==> config.mk <==
export PLATFORM = sky130hd
export DESIGN_NAME = cmpctl_top
export DESIGN_NICKNAME = d
export VERILOG_FILES = /design/src/core/cmpctl_pkg.sv /design/src/core/cmpctl_top.sv
export VERILOG_INCLUDE_DIRS = /design/src /design/src/core
export SDC_FILE = /design/constraint.sdc
export NUM_CORES = 1
export LEC_CHECK = 0
export ABC_AREA = 1
export BUFFER_PORTS_ARGS = -buffer_cell sky130_fd_sc_hd__buf_2
export CORE_ASPECT_RATIO = 0.75
export CORE_UTILIZATION = 46
export CTS_BUF_LIST = sky130_fd_sc_hd__clkbuf_4 sky130_fd_sc_hd__clkbuf_8
export DETAILED_ROUTE_END_ITERATION = 10
export PLACE_DENSITY = 0.9
export SLEW_MARGIN = 10
export SYNTH_ARGS = -nofsm -noshare
export SYNTH_HDL_FRONTEND = slang
export SYNTH_SLANG_ARGS = --single-unit
==> constraint.sdc <==
create_clock -name core_clk_i -period 1.5 [get_ports core_clk_i]
set_input_delay 0 -clock core_clk_i [delete_from_list [all_inputs] [get_ports core_clk_i]]
set_output_delay 0 -clock core_clk_i [all_outputs]
set_load 0.005 [all_outputs]
==> src/core/cmpctl_params.svh <==
`ifndef CMPCTL_PARAMS_SVH
`define CMPCTL_PARAMS_SVH

// =====================================================================
// register indices (byte address is four times the index)
`define CMPCTL_IDX_CTRL_A 8'h0a
`define CMPCTL_IDX_CTRL_B 8'h0b
`define CMPCTL_IDX_BUF_OFF 8'h0c

// =====================================================================
// control a fields
`define CMPCTL_A_POWER_OFF 7
`define CMPCTL_A_POS_MSB 6
`define CMPCTL_A_RESULT 5
`define CMPCTL_A_FLAG 4
`define CMPCTL_A_IRQ_EN 3
`define CMPCTL_A_ROUTE 2
`define CMPCTL_A_TRIG_HI 1
`define CMPCTL_A_TRIG_LO 0

// =====================================================================
// control b fields
`define CMPCTL_B_HYST_ON 7
`define CMPCTL_B_HYST_LEVEL 6
`define CMPCTL_B_PIN_EN 4
`define CMPCTL_B_NEG_HI 3
`define CMPCTL_B_NEG_LO 2
`define CMPCTL_B_POS_HI 1
`define CMPCTL_B_POS_LO 0

// =====================================================================
// buffer disable fields and reset values
`define CMPCTL_D_NEG_OFF 2
`define CMPCTL_D_POS_OFF 1
`define CMPCTL_RST_CTRL_A 8'h00
`define CMPCTL_RST_CTRL_B 8'h00
`define CMPCTL_RST_BUF_OFF 8'h00

`endif

==> src/core/cmpctl_pkg.sv <==
package cmpctl_pkg;

  // =====================================================================
  // field encodings
  typedef enum logic [1:0] {
    CMPCTL_TRIG_TOGGLE = 2'h0,
    CMPCTL_TRIG_RSVD = 2'h1,
    CMPCTL_TRIG_FALL = 2'h2,
    CMPCTL_TRIG_RISE = 2'h3
  } cmpctl_trig_type;

  typedef enum logic [1:0] {
    CMPCTL_HYST_NONE = 2'h0,
    CMPCTL_HYST_20MV = 2'h1,
    CMPCTL_HYST_50MV = 2'h2
  } cmpctl_hyst_type;

  typedef enum logic [2:0] {
    CMPCTL_POS_PIN = 3'h0,
    CMPCTL_POS_BANDGAP = 3'h4
  } cmpctl_pos_type;

  typedef enum logic [1:0] {
    CMPCTL_NEG_PIN = 2'h0,
    CMPCTL_NEG_ADCMUX = 2'h1
  } cmpctl_neg_type;

endpackage

==> src/core/cmpctl_top.sv <==
`timescale 1ns/1ps
`include "cmpctl_params.svh"

// Behaviour
// - result reads one when selected positive input exceeds selected negative input.
// - raw result passes a synchroniser before the status bit; one to two cycles.
// - event flag set when a result change matches the selected trigger.
// - flag cleared by vector acknowledge or writing one; writing zero keeps it.
// - request only while flag, irq enable bit 3 and global enable all set.
// - trigger code 00 toggle, 01 reserved, 10 falling, 11 rising.
// - power-off bit 7 of control a drives the analog power-down control.
// - routing bit 2 feeds synchronised result to timer capture; clear disconnects.
// - pin enable bit 4 of control b drives result onto its output pin.
// - hysteresis off gives none; on, level zero 20 mV, level one 50 mV.
// - negative select 3:2, 00 pin, 01 converter mux, 10 and 11 reserved.
// - positive select msb control a bit 6, low bits b 1:0; 000 pin, 100 bandgap.
// - buffer-off bits 2 and 1 kill pin digital buffers; port bit reads zero.
module cmpctl_top
  import cmpctl_pkg::*;
(
  input wire logic core_clk_i,
  input wire logic rst_b_i,
  input wire logic ce_i,
  input wire logic hsel_i,
  input wire logic [31:0] haddr_i,
  input wire logic [1:0] htrans_i,
  input wire logic hwrite_i,
  input wire logic [2:0] hsize_i,
  input wire logic [31:0] hwdata_i,
  input wire logic hready_i,
  output logic hreadyout_o,
  output logic hresp_o,
  output logic [31:0] hrdata_o,
  input wire logic cmp_raw_i,
  input wire logic irq_ack_i,
  input wire logic global_irq_en_i,
  input wire logic pos_pin_dig_i,
  input wire logic neg_pin_dig_i,
  output logic irq_o,
  output logic power_off_o,
  output logic [2:0] pos_sel_o,
  output logic [1:0] neg_sel_o,
  output logic [1:0] hyst_code_o,
  output logic capture_o,
  output logic result_pin_o,
  output logic result_pin_oe_b_o,
  output logic pos_buf_off_o,
  output logic neg_buf_off_o,
  output logic pos_port_o,
  output logic neg_port_o
);

  // =====================================================================
  // bus slave: writes need no wait, reads take one wait state
  logic wr_pend_q;
  logic rd_pend_q;
  logic [7:0] idx_q;
  logic hreadyout_q;
  logic [31:0] hrdata_q;
  logic take;
  logic wr_a;
  logic wr_b;
  logic wr_d;

  assign take = hsel_i && htrans_i[1] && hready_i;
  assign wr_a = wr_pend_q && (idx_q == `CMPCTL_IDX_CTRL_A);
  assign wr_b = wr_pend_q && (idx_q == `CMPCTL_IDX_CTRL_B);
  assign wr_d = wr_pend_q && (idx_q == `CMPCTL_IDX_BUF_OFF);

  always_ff @(posedge core_clk_i) begin
    if (!rst_b_i) begin
      wr_pend_q <= 1'b0;
      rd_pend_q <= 1'b0;
      idx_q <= 8'h00;
      hreadyout_q <= 1'b1;
    end else if (ce_i) begin
      wr_pend_q <= take && hwrite_i;
      rd_pend_q <= take && !hwrite_i;
      if (take) begin
        idx_q <= haddr_i[9:2];
      end
      // read data is built a cycle late so a preceding write is seen
      hreadyout_q <= !(take && !hwrite_i);
    end
  end

  // =====================================================================
  // control registers
  logic power_off_q;
  logic pos_msb_q;
  logic irq_en_q;
  logic route_q;
  cmpctl_trig_type trig_q;
  logic hyst_on_q;
  logic hyst_level_q;
  logic pin_en_q;
  logic [1:0] neg_q;
  logic [1:0] pos_low_q;
  logic pos_off_q;
  logic neg_off_q;

  always_ff @(posedge core_clk_i) begin
    if (!rst_b_i) begin
      power_off_q <= 1'(`CMPCTL_RST_CTRL_A >> `CMPCTL_A_POWER_OFF);
      pos_msb_q <= 1'b0;
      irq_en_q <= 1'b0;
      route_q <= 1'b0;
      trig_q <= CMPCTL_TRIG_TOGGLE;
    end else if (ce_i && wr_a) begin
      power_off_q <= hwdata_i[`CMPCTL_A_POWER_OFF];
      pos_msb_q <= hwdata_i[`CMPCTL_A_POS_MSB];
      irq_en_q <= hwdata_i[`CMPCTL_A_IRQ_EN];
      route_q <= hwdata_i[`CMPCTL_A_ROUTE];
      trig_q <= cmpctl_trig_type'(hwdata_i[`CMPCTL_A_TRIG_HI:`CMPCTL_A_TRIG_LO]);
    end
  end

  always_ff @(posedge core_clk_i) begin
    if (!rst_b_i) begin
      hyst_on_q <= 1'b0;
      hyst_level_q <= 1'b0;
      pin_en_q <= 1'b0;
      neg_q <= 2'h0;
      pos_low_q <= 2'h0;
    end else if (ce_i && wr_b) begin
      hyst_on_q <= hwdata_i[`CMPCTL_B_HYST_ON];
      hyst_level_q <= hwdata_i[`CMPCTL_B_HYST_LEVEL];
      pin_en_q <= hwdata_i[`CMPCTL_B_PIN_EN];
      neg_q <= hwdata_i[`CMPCTL_B_NEG_HI:`CMPCTL_B_NEG_LO];
      pos_low_q <= hwdata_i[`CMPCTL_B_POS_HI:`CMPCTL_B_POS_LO];
    end
  end

  always_ff @(posedge core_clk_i) begin
    if (!rst_b_i) begin
      pos_off_q <= 1'b0;
      neg_off_q <= 1'b0;
    end else if (ce_i && wr_d) begin
      pos_off_q <= hwdata_i[`CMPCTL_D_POS_OFF];
      neg_off_q <= hwdata_i[`CMPCTL_D_NEG_OFF];
    end
  end

  // =====================================================================
  // result synchroniser and edge detect
  logic sync1_q;
  logic res_q;
  logic res_prev_q;
  logic rise;
  logic fall;
  logic flag_set;

  // analog core already gives one for positive above negative
  always_ff @(posedge core_clk_i) begin
    if (!rst_b_i) begin
      sync1_q <= 1'b0;
      res_q <= 1'b0;
      res_prev_q <= 1'b0;
    end else if (ce_i) begin
      sync1_q <= cmp_raw_i;
      res_q <= sync1_q;
      res_prev_q <= res_q;
    end
  end

  assign rise = res_q && !res_prev_q;
  assign fall = !res_q && res_prev_q;

  always_comb begin
    case (trig_q)
      CMPCTL_TRIG_TOGGLE: flag_set = rise || fall;
      CMPCTL_TRIG_FALL: flag_set = fall;
      CMPCTL_TRIG_RISE: flag_set = rise;
      default: flag_set = 1'b0;
    endcase
  end

  // =====================================================================
  // event flag and request
  logic flag_q;
  logic flag_clr;
  logic irq_q;

  assign flag_clr = irq_ack_i || (wr_a && hwdata_i[`CMPCTL_A_FLAG]);

  // a new event in the clearing cycle wins over the clear
  always_ff @(posedge core_clk_i) begin
    if (!rst_b_i) begin
      flag_q <= 1'b0;
    end else if (ce_i) begin
      flag_q <= flag_set || (flag_q && !flag_clr);
    end
  end

  // software must mask the request around trigger or power changes
  always_ff @(posedge core_clk_i) begin
    if (!rst_b_i) begin
      irq_q <= 1'b0;
    end else if (ce_i) begin
      irq_q <= flag_q && irq_en_q && global_irq_en_i;
    end
  end

  // =====================================================================
  // analog controls, capture routing and result pin
  logic power_off_oq;
  logic [2:0] pos_sel_q;
  logic [1:0] neg_sel_q;
  logic [1:0] hyst_q;
  logic capture_q;
  logic pin_q;
  logic pin_oe_b_q;
  logic [2:0] pos_code;

  assign pos_code = {pos_msb_q, pos_low_q};

  always_ff @(posedge core_clk_i) begin
    if (!rst_b_i) begin
      power_off_oq <= 1'b0;
      pos_sel_q <= CMPCTL_POS_PIN;
      neg_sel_q <= CMPCTL_NEG_PIN;
      hyst_q <= CMPCTL_HYST_NONE;
    end else if (ce_i) begin
      power_off_oq <= power_off_q;
      // reserved codes fall back to the pin input
      pos_sel_q <= (pos_code == CMPCTL_POS_BANDGAP) ? CMPCTL_POS_BANDGAP
                                                     : CMPCTL_POS_PIN;
      neg_sel_q <= (neg_q == CMPCTL_NEG_ADCMUX) ? CMPCTL_NEG_ADCMUX
                                                 : CMPCTL_NEG_PIN;
      if (!hyst_on_q) begin
        hyst_q <= CMPCTL_HYST_NONE;
      end else if (hyst_level_q) begin
        hyst_q <= CMPCTL_HYST_50MV;
      end else begin
        hyst_q <= CMPCTL_HYST_20MV;
      end
    end
  end

  // timer capture interrupt enable lives in the timer
  always_ff @(posedge core_clk_i) begin
    if (!rst_b_i) begin
      capture_q <= 1'b0;
      pin_q <= 1'b0;
      pin_oe_b_q <= 1'b1;
    end else if (ce_i) begin
      capture_q <= route_q && res_q;
      pin_q <= pin_en_q && res_q;
      pin_oe_b_q <= !pin_en_q;
    end
  end

  // =====================================================================
  // pin digital buffers
  logic pos_s1_q;
  logic pos_s2_q;
  logic neg_s1_q;
  logic neg_s2_q;
  logic pos_port_q;
  logic neg_port_q;

  always_ff @(posedge core_clk_i) begin
    if (!rst_b_i) begin
      pos_s1_q <= 1'b0;
      pos_s2_q <= 1'b0;
      neg_s1_q <= 1'b0;
      neg_s2_q <= 1'b0;
      pos_port_q <= 1'b0;
      neg_port_q <= 1'b0;
    end else if (ce_i) begin
      pos_s1_q <= pos_pin_dig_i;
      pos_s2_q <= pos_s1_q;
      neg_s1_q <= neg_pin_dig_i;
      neg_s2_q <= neg_s1_q;
      pos_port_q <= pos_s2_q && !pos_off_q;
      neg_port_q <= neg_s2_q && !neg_off_q;
    end
  end

  // =====================================================================
  // read data
  logic [31:0] rd_mux;

  always_comb begin
    rd_mux = 32'h0000_0000;
    case (idx_q)
      `CMPCTL_IDX_CTRL_A: rd_mux[7:0] = {power_off_q, pos_msb_q, res_q, flag_q,
                                         irq_en_q, route_q, trig_q};
      `CMPCTL_IDX_CTRL_B: rd_mux[7:0] = {hyst_on_q, hyst_level_q, 1'b0, pin_en_q,
                                         neg_q, pos_low_q};
      `CMPCTL_IDX_BUF_OFF: rd_mux[7:0] = {5'h00, neg_off_q, pos_off_q, 1'b0};
      default: rd_mux = 32'h0000_0000;
    endcase
  end

  always_ff @(posedge core_clk_i) begin
    if (!rst_b_i) begin
      hrdata_q <= 32'h0000_0000;
    end else if (ce_i && rd_pend_q) begin
      hrdata_q <= rd_mux;
    end
  end

  assign hreadyout_o = hreadyout_q;
  assign hresp_o = 1'b0;
  assign hrdata_o = hrdata_q;
  assign irq_o = irq_q;
  assign power_off_o = power_off_oq;
  assign pos_sel_o = pos_sel_q;
  assign neg_sel_o = neg_sel_q;
  assign hyst_code_o = hyst_q;
  assign capture_o = capture_q;
  assign result_pin_o = pin_q;
  assign result_pin_oe_b_o = pin_oe_b_q;
  assign pos_buf_off_o = pos_off_q;
  assign neg_buf_off_o = neg_off_q;
  assign pos_port_o = pos_port_q;
  assign neg_port_o = neg_port_q;
endmodule

==> results of run 1 <==
Yosys cell counts:
| cell type | n | share of area (%) |
|---|---|---|
| buf_2 | 4 | 0.84 |
| inv_1 | 20 | 3.2 |
| nor2_1 | 37 | 5.9 |
| o21ai_2 | 1 | 0.37 |
| clkinv_1 | 1 | 0.16 |
| a21boi_0 | 1 | 0.32 |
| nand2_4 | 2 | 0.95 |
| nor2_4 | 4 | 1.9 |
| dfxtp_1 | 53 | 45 |
| o211ai_1 | 1 | 0.32 |
| buf_6 | 2 | 0.95 |
| nand2_1 | 44 | 7.0 |
| a21oi_1 | 34 | 7.2 |
| clkbuf_1 | 6 | 0.95 |
| o21ai_1 | 6 | 1.3 |
| o21ai_0 | 35 | 7.4 |
| inv_4 | 1 | 0.26 |
| o211a_1 | 1 | 0.42 |
| a21oi_2 | 1 | 0.37 |
| conb_1 | 1 | 0.16 |
| nand2_2 | 1 | 0.26 |
| ha_1 | 2 | 1.1 |
| nand3_1 | 21 | 4.4 |
| inv_2 | 6 | 0.95 |
| buf_4 | 28 | 8.9 |
per-stage QoR:
step / instances / setup WS (ns)
3_5_place_dp: 419 / 0.1398
5_1_grt: 444 / 0.01749
6_report: 444 / 0.1212
2_1_floorplan: 340 / 0.3310
4_1_cts: 444 / 0.1257
3_3_place_gp: 419 / 0.1896
cell usage in the layout, fill, tap and decap left out, drive strengths merged:
master,n
a21oi,35
a21boi,1
dlygate4sd3,18
conb,28
o21ai,42
buf,59
ha,2
clkinvlp,1
o211ai,1
nand3,21
dfxtp,53
nand2,47
clkbuf,6
nor2,41
clkinv,1
inv,27
o211a,1
final cells by class:
cell class	count	area, sq um
Fill cell	453	2059
Inverter	28	107.6
Tap cell	60	75.07
Clock buffer	6	82.58
Timing Repair Buffer	77	503.0
Multi-Input combinational cell	219	1031
Sequential cell	53	1061
Clock inverter	1	7.507
where the power goes:
group | total, mW | switching (mW) | internal, mW
registers | 1.46 | 0.0186 | 1.44
logic | 0.273 | 0.151 | 0.122
clock network | 0.810 | 0.445 | 0.365
per-layer routing:
layer	vias up	GRT usage, %	part of all wire [%]
li1	1093	-	-
met1	1013	26.08	44
met2	96	34.78	46
met3	13	4.393	7.3
met4	0	8.475	2.1
met5	-	0	0
worst min-delay path, delay by kind of cell:
kind	cells	cell delay, ns
buffers and inverters	1	0.07
AOI/OAI and AO/OA	2	0.20
flip-flops by register name, indices dropped and copies added (netlist names), 2 cells and up:
name,count
hrdata_o,8
trig_q,2
neg_q,2
pos_low_q,2
hyst_code_o,2
idx_q,8
worst max-delay path by stage:
stage | slack [ns] | end | from
2_1_floorplan | 0.33 | power_off_q | idx_q[2]
3_3_place_gp | 0.19 | hyst_level_q | idx_q[5]
3_5_place_dp | 0.14 | hyst_level_q | idx_q[5]
4_1_cts | 0.13 | hyst_level_q | idx_q[5]
5_1_grt | 0.02 | hyst_level_q | idx_q[6]
6_report | 0.12 | hyst_level_q | idx_q[5]
kinds of logic (layout without fill, tap and decap cells):
family	Yosys count	count (layout)	share of synthesized area, %
buf+inv	68	112	16.13
flops	53	53	44.70
compound gates	80	80	17.61
other cells	1	28	0.1580
simple gates	109	109	20.35
fa+ha+maj	2	2	1.054
==> impl_metrics.env, run 1 <==
export IMPL_status="finished with violations"
export IMPL_failed_checks="design-rule violations, negative hold slack"
export IMPL_dp_hpwl_um=3870
export IMPL_synthesis_area_sq_mm=0.002374
export IMPL_worst_r2r_setup_slack_ns=0.12
export IMPL_design_area_sq_mm=0.002868
export IMPL_setup_tns_ns=0
export IMPL_die_y_um=64.21
export IMPL_postSynthAreaPerCell_sq_um=7.583
export IMPL_final_core_utilization_pct=58.20
export IMPL_critPathTopFamily="simple AND/OR/NAND/NOR gates"
export IMPL_hold_violations=1
export IMPL_cts_resized=0
export IMPL_clkLatencyLatePin_ns=0.31
export IMPL_period_share_pct=91.92
export IMPL_startpoint_type="flip-flop"
export IMPL_total_leakage_power_nw=1.298
export IMPL_cts_tree="yes"
export IMPL_place_area_sq_mm=0.002597
export IMPL_antenna_left=0
export IMPL_r2r_end="hyst_level_q"
export IMPL_detail_route_first_pass_iterations=8
export IMPL_setup_viol=0
export IMPL_wl_um=5396
export IMPL_max_freq_mhz=725.2
export IMPL_cellPowerDensity_mw_per_mm2=887.5
export IMPL_antenna_cells=0
export IMPL_routed_via_density=4.989
export IMPL_crit_fanout=8
export IMPL_cp_cell_sequence="inv_2 -> nand2_1 -> nor2_4 -> nand2_1 -> nor2_4 -> inv_2 -> nor2_1 -> nor2_1"
export IMPL_ios=130
export IMPL_ys_warn_count=0
export IMPL_routedWlPerCell_um=12.15
export IMPL_rsz0062_at_grt="no"
export IMPL_crit_path_top_delay_cell="dfxtp_1"
export IMPL_hold_ws_ns=-0.006968
export IMPL_cts_buffers=5
export IMPL_whs_endpoint="idx_q[2]"
export IMPL_grt_overflow=0
export IMPL_cp_arrival_ns=1.59
export IMPL_crit_cells=8
export IMPL_cts_buffer_depth=2
export IMPL_io_buffers=48
export IMPL_grt_max_degree=23
export IMPL_hold_path_class="in2reg"
export IMPL_fp_dieW_um=84.95
export IMPL_r2r_start="idx_q[5]"
export IMPL_hp_start="haddr_i[4]"
export IMPL_cpPeakStageDelay_ns=0.32
export IMPL_path_class="reg2reg"
export IMPL_holdBufCountCts=18
export IMPL_cp_data_required_time_ns=1.71
export IMPL_hold_depth=3
export IMPL_ys_seq_area_share_pct=44.70
export IMPL_antenna_found_initial=0
export IMPL_path_buf_inv=2
export IMPL_p_total_mw=2.545
export IMPL_ir_drop_mv=0.6052
export IMPL_nNetsFinal=466
export IMPL_post_cts_setup_buffers=0
export IMPL_dieArea_sq_mm=0.005454
export IMPL_cts_sinks=53
export IMPL_start_util_pct=48.17
export IMPL_period_needed_ns=1.379
export IMPL_drt_iter0_drc=166
export IMPL_htree_levels=2
export IMPL_grt_pass1_vias=2000
export IMPL_cts_root_buffer="clkbuf_8"
export IMPL_layout_drive_gt1_share_pct=21.35
export IMPL_core_sq_mm=0.004927
export IMPL_clk_pin_slew_worst_paths_ns=0.09
export IMPL_synth_seq_cells=53
export IMPL_drc_errors=6
export IMPL_grt_pass1_wl_um=8742
export IMPL_syn_to_final_growth_pct=20.82
export IMPL_drv_cap=0
export IMPL_synthCells=313
export IMPL_dr_total_vias=2215
export IMPL_ys_types=25
export IMPL_grt_usage_pct=20.77
export IMPL_std_cell_rows=22
export IMPL_slew_viol_final=0
export IMPL_place_gp_congestion=0.8952
export IMPL_fin_worst_skew_ns=0.01004
export IMPL_endpoint_kind="flip-flop"
export IMPL_reg2reg_depth=8
Power figures use the tool's default switching activity.
==> inputs of run 2 (changes only) <==
--- a/config.mk
+++ b/config.mk
@@ -9,10 +9,10 @@
 export ABC_AREA = 1
 export BUFFER_PORTS_ARGS = -buffer_cell sky130_fd_sc_hd__buf_2
 export CORE_ASPECT_RATIO = 0.75
-export CORE_UTILIZATION = 46
+export CORE_UTILIZATION = 49
 export CTS_BUF_LIST = sky130_fd_sc_hd__clkbuf_4 sky130_fd_sc_hd__clkbuf_8
 export DETAILED_ROUTE_END_ITERATION = 10
-export PLACE_DENSITY = 0.9
+export PLACE_DENSITY = 0.95
 export SLEW_MARGIN = 10
 export SYNTH_ARGS = -nofsm -noshare
 export SYNTH_HDL_FRONTEND = slang
==> constraint.sdc (replaced) <==
create_clock -name core_clk_i -period 1.78 [get_ports core_clk_i]
set_input_delay 0 -clock core_clk_i [delete_from_list [all_inputs] [get_ports core_clk_i]]
set_output_delay 0 -clock core_clk_i [all_outputs]
set_load 0.005 [all_outputs]
==> run 2 against run 1 <==
  * The flow now finishes without violations
  * Critical path depth down 1
  * Worst setup slack better by 0.21 ns
  * Clock skew up 0.0029 ns
  * Clock-buffer cell count unchanged
  * Critical endpoint is now pos_buf_off_o
  * Largest power group unchanged
==> impl_metrics.env, run 2 (synthesized netlist as in run 1, its figures left out) <==
export IMPL_cellPowerDensity_mw_per_mm2=809.4
export IMPL_slew_viol_final=0
export IMPL_cts_tree="yes"
export IMPL_cts_resized=0
export IMPL_total_leakage_power_nw=1.282
export IMPL_period_share_pct=81.16
export IMPL_std_cell_rows=21
export IMPL_setup_tns_ns=0
export IMPL_drt_iter0_drc=145
export IMPL_cts_buffer_depth=2
export IMPL_wl_um=5326
export IMPL_ir_drop_mv=0.7029
export IMPL_hold_path_class="in2reg"
export IMPL_fin_ws_ns=0.3354
export IMPL_dp_hpwl_um=3545
export IMPL_dr_total_vias=2138
export IMPL_clkLatencyLatePin_ns=0.32
export IMPL_fin_worst_skew_ns=0.01294
export IMPL_rsz0062_at_grt="no"
export IMPL_fp_dieW_um=82.37
export IMPL_start_util_pct=52.22
export IMPL_path_class="reg2reg"
export IMPL_cp_data_required_time_ns=1.99
export IMPL_fillers=402
export IMPL_place_gp_congestion=0.8502
export IMPL_routed_via_density=4.904
export IMPL_antenna_left=0
export IMPL_cp_arrival_ns=1.65
export IMPL_routedWlPerCell_um=12.22
export IMPL_core_sq_mm=0.004546
export IMPL_final_cell_mix="53 x dfxtp_1, 48 x buf_2, 44 x nand2_1"
export IMPL_dpl_worst_slack_ns=0.3957
export IMPL_final_common_cell="dfxtp_1"
export IMPL_cpPeakStageDelay_ns=0.32
export IMPL_antenna_cells=0
export IMPL_design_area_sq_mm=0.002851
export IMPL_drv_cap=0
export IMPL_antenna_found_initial=0
export IMPL_path_buf_inv=2
export IMPL_grt_usage_pct=22.46
export IMPL_hold_violations=0
export IMPL_grt_overflow=0
export IMPL_period_needed_ns=1.445
export IMPL_crit_fanout=10
export IMPL_critPathTopFamily="simple AND/OR/NAND/NOR gates"
export IMPL_dp_cells=409
export IMPL_endpoint_kind="flip-flop"
export IMPL_place_area_sq_mm=0.002541
export IMPL_crit_path_top_delay_cell="dfxtp_1"
export IMPL_post_cts_setup_buffers=0
export IMPL_grt_max_degree=40
export IMPL_cts_root_buffer="clkbuf_8"
export IMPL_max_freq_mhz=692.2
export IMPL_layout_drive_gt1_share_pct=20.05
export IMPL_ios=130
export IMPL_grt_pass1_wl_um=8783
export IMPL_status="finished clean"
export IMPL_holdBufCountCts=19
export IMPL_detail_route_first_pass_iterations=5
export IMPL_cts_buffers=5
export IMPL_setup_viol=0
export IMPL_syn_to_final_growth_pct=20.14
export IMPL_drc_errors=0
export IMPL_fin_cells=436
export IMPL_htree_levels=2
export IMPL_dieArea_sq_mm=0.005129
export IMPL_final_core_utilization_pct=62.73
export IMPL_startpoint_type="flip-flop"
export IMPL_nNetsFinal=460
export IMPL_io_buffers=48
export IMPL_clk_pin_slew_worst_paths_ns=0.10
export IMPL_cts_sinks=53
export IMPL_grt_pass1_vias=1961
export IMPL_cp_cell_sequence="inv_2 -> nand2_1 -> nor2_4 -> buf_4 -> nand3_1 -> o21ai_0 -> a21oi_1"
export IMPL_die_y_um=62.28
run 2: layer usage:
| metal | wire [um] | up-vias | track usage [%] | share of wire, % |
|---|---|---|---|---|
| met5 | 0 | - | 0 | 0 |
| met4 | 105 | 0 | 9.211 | 2.0 |
| met3 | 332 | 13 | 5.000 | 6.2 |
| met2 | 2397 | 87 | 34.40 | 45 |
| met1 | 2490 | 954 | 30.08 | 47 |
| li1 | - | 1084 | - | - |
run 2: stage by stage:
stage	total power, mW	hold WS (ns)
global placement	1.437	0.2241
finish	2.308	0.01027
CTS	2.315	0.01072
global route	2.414	0.05255
detailed placement	1.442	0.2287
floorplan	1.419	0.1349
run 2: layout make-up:
cell class	count	area, sq um	share of cell area (%)
repair buffers	71	460.4	16.15
flip-flops and latches	53	1061	37.21
multi-input cells	219	1031	36.16
inverters	28	107.6	3.774
well taps	57	71.32	2.501
clock inverters	2	37.54	1.316
clock buffers	6	82.58	2.896
run 2: power by group:
group | total [mW] | internal (mW) | leakage, nW | switching, mW
clock network | 0.855 | 0.457 | 0.0574 | 0.398
registers | 1.23 | 1.22 | 0.431 | 0.0167
logic | 0.220 | 0.0951 | 0.794 | 0.125
run 2: final timing paths:
path / from / end / slack, ns / depth (start not counted)
hold / removal: irq_ack_i / flag_q / 0.01 / 6
setup reg to reg: idx_q[5] / pos_buf_off_o / 0.34 / 7
setup / recovery: idx_q[5] / pos_buf_off_o / 0.34 / 7
hold reg to reg: idx_q[4] / idx_q[4] / 0.45 / 2
run 2: worst min-delay path, delay by kind of cell:
kind / cells / cell delay [ns]
compound gates: 1 / 0.05
buf+inv: 2 / 0.10
simple gates: 3 / 0.14
==> inputs of run 3 (changes only) <==
--- a/config.mk
+++ b/config.mk
@@ -9,10 +9,10 @@
 export ABC_AREA = 1
 export BUFFER_PORTS_ARGS = -buffer_cell sky130_fd_sc_hd__buf_2
 export CORE_ASPECT_RATIO = 0.75
-export CORE_UTILIZATION = 49
+export CORE_UTILIZATION = 46
 export CTS_BUF_LIST = sky130_fd_sc_hd__clkbuf_4 sky130_fd_sc_hd__clkbuf_8
 export DETAILED_ROUTE_END_ITERATION = 10
-export PLACE_DENSITY = 0.95
+export PLACE_DENSITY = 0.9
 export SLEW_MARGIN = 10
 export SYNTH_ARGS = -nofsm -noshare
 export SYNTH_HDL_FRONTEND = slang
==> constraint.sdc (replaced) <==
create_clock -name core_clk_i -period 1.4 [get_ports core_clk_i]
set_input_delay 0 -clock core_clk_i [delete_from_list [all_inputs] [get_ports core_clk_i]]
set_output_delay 0 -clock core_clk_i [all_outputs]
set_load 0.005 [all_outputs]
==> run 3 against run 2 <==
  * The run now ends with design-rule violations left
  * Final area grew 3.2%
  * Utilization decreased by 3.0 points
  * Sequential share of layout area down 1.1 points
  * Clock power rose by 26%
  * First-iteration DRC count is 23% higher
  * Flip-flop and latch count did not move
  * Global-route usage down 1.1 points
==> impl_metrics.env, run 3 (synthesized netlist as in run 1, its figures left out) <==
export IMPL_antenna_found_initial=0
export IMPL_layout_drive_gt1_share_pct=23.08
export IMPL_path_class="reg2reg"
export IMPL_syn_to_final_growth_pct=23.93
export IMPL_cp_cell_sequence="inv_1 -> nand2_1 -> nor2_4 -> buf_4 -> buf_4 -> nand3_1 -> o21ai_0 -> nand2_1 -> a21oi_2"
export IMPL_fin_worst_skew_ns=0.008346
export IMPL_fillers=431
export IMPL_period_share_pct=95.69
export IMPL_grt_overflow=0
export IMPL_cts_buffer_depth=2
export IMPL_endpoint_kind="flip-flop"
export IMPL_startpoint_type="flip-flop"
export IMPL_hold_violations=0
export IMPL_antenna_cells=0
export IMPL_detail_route_first_pass_iterations=8
export IMPL_cp_arrival_ns=1.58
export IMPL_place_gp_congestion=0.8739
export IMPL_grt_max_degree=20
export IMPL_routedWlPerCell_um=12.56
export IMPL_period_needed_ns=1.340
export IMPL_ios=130
export IMPL_cts_tree="yes"
export IMPL_htree_levels=2
export IMPL_hold_path_class="in2reg"
export IMPL_ir_drop_mv=0.5180
export IMPL_max_freq_mhz=746.5
export IMPL_hp_start="irq_ack_i"
export IMPL_crit_path_top_delay_cell="dfxtp_1"
export IMPL_reg2reg_depth=9
export IMPL_multi_input_area_sq_mm=0.001037
export IMPL_final_core_utilization_pct=59.70
export IMPL_r2r_end="hrdata_o[6]"
export IMPL_cts_sinks=53
export IMPL_std_cell_rows=22
export IMPL_design_area_sq_mm=0.002942
export IMPL_dr_total_vias=2230
export IMPL_io_buffers=48
export IMPL_drt_iter0_drc=179
export IMPL_worst_r2r_setup_slack_ns=0.06
export IMPL_grt_pass1_vias=1952
export IMPL_path_buf_inv=3
export IMPL_drc_errors=6
export IMPL_dp_hpwl_um=3828
export IMPL_r2r_start="idx_q[7]"
export IMPL_p_total_mw=2.966
export IMPL_failed_checks="design-rule violations"
export IMPL_whs_endpoint="flag_q"
export IMPL_wl_um=5654
export IMPL_grt_usage_pct=21.38
export IMPL_slew_viol_final=0
export IMPL_crit_start="idx_q[7]"
export IMPL_core_sq_mm=0.004927
export IMPL_setup_tns_ns=0
export IMPL_fp_dieW_um=84.95
export IMPL_status="finished with violations"
export IMPL_grt_pass1_wl_um=9039
export IMPL_place_area_sq_mm=0.002597
export IMPL_die_y_um=64.21
export IMPL_clk_pin_slew_worst_paths_ns=0.09
export IMPL_start_util_pct=48.17
export IMPL_final_common_cell="dfxtp_1"
export IMPL_cpPeakStageDelay_ns=0.31
export IMPL_setup_viol=0
export IMPL_cp_data_required_time_ns=1.64
export IMPL_final_seq_area_sq_mm=0.001061
export IMPL_routed_via_density=4.956
export IMPL_crit_fanout=5
export IMPL_antenna_left=0
export IMPL_critPathTopFamily="simple AND/OR/NAND/NOR gates"
export IMPL_total_leakage_power_nw=1.341
export IMPL_clkLatencyLatePin_ns=0.31
export IMPL_dieArea_sq_mm=0.005454
export IMPL_final_cell_mix="53 x dfxtp_1, 48 x buf_2, 43 x nand2_1"
export IMPL_hold_depth=6
export IMPL_nNetsFinal=471
export IMPL_cts_root_buffer="clkbuf_8"
export IMPL_cellPowerDensity_mw_per_mm2=1008
export IMPL_cts_buffers=5
export IMPL_drv_cap=0
[run 3: worst min-delay path: cells and delay by family]
family	cells	cell delay, ns
and+or+nand+nor	3	0.14
buffers and inverters	2	0.10
AOI/OAI and AO/OA	1	0.05
[run 3: timing repair]
item                       4_1_cts  5_1_grt
gates resized for setup          0        5
setup buffers                    0        5
hold buffers                    18        0
hold endpoints to repair        22        0
setup endpoints to repair        0       11
[run 3: per-layer routing]
metal  vias up  GRT usage, %  share of wire, %  wire length (um)
li1       1105             -                 -                 -
met1      1002         28.65                45              2548
met5         -             0                 0                 0
met3        16         4.651               7.6               430
met2       107         33.37                45              2537
met4         0         8.686               2.4               137
[run 3: how the worst max path moves through the flow]
stage	slack (ns)	cells after the start	end
finish	0.06	9	hrdata_o[6]
global route	-0.02	8	hyst_level_q
CTS	0.02	8	pos_low_q[0]
detailed placement	0.04	8	pos_low_q[0]
global placement	0.09	8	hyst_level_q
floorplan	0.23	9	power_off_q
[run 3: cell type report]
cell class | instances | area share, %
Sequential cell | 53 | 36.07
Multi-Input combinational cell | 219 | 35.26
Timing Repair Buffer | 82 | 18.38
Inverter | 28 | 3.658
Clock buffer | 7 | 3.063
Tap cell | 60 | 2.552
Clock inverter | 1 | 1.021
[run 3: report_power, final]
part	total (mW)	leakage [nW]	switching [mW]	internal (mW)
sequential	1.57	0.431	0.0193	1.55
clock	1.08	0.0619	0.482	0.603
combinational	0.316	0.848	0.173	0.143
[run 3: per-stage QoR]
| stage | worst slack [ns] | std cells | hold slack, ns |
|---|---|---|---|
| final | 0.06035 | 450 | 0.04203 |
| after global routing | -0.02384 | 450 | 0.03927 |
| after detailed placement | 0.03757 | 419 | 0.2302 |
| after global placement | 0.09409 | 419 | 0.2244 |
| after floorplan | 0.2310 | 340 | 0.1349 |
| after CTS | 0.02450 | 445 | 0.01776 |
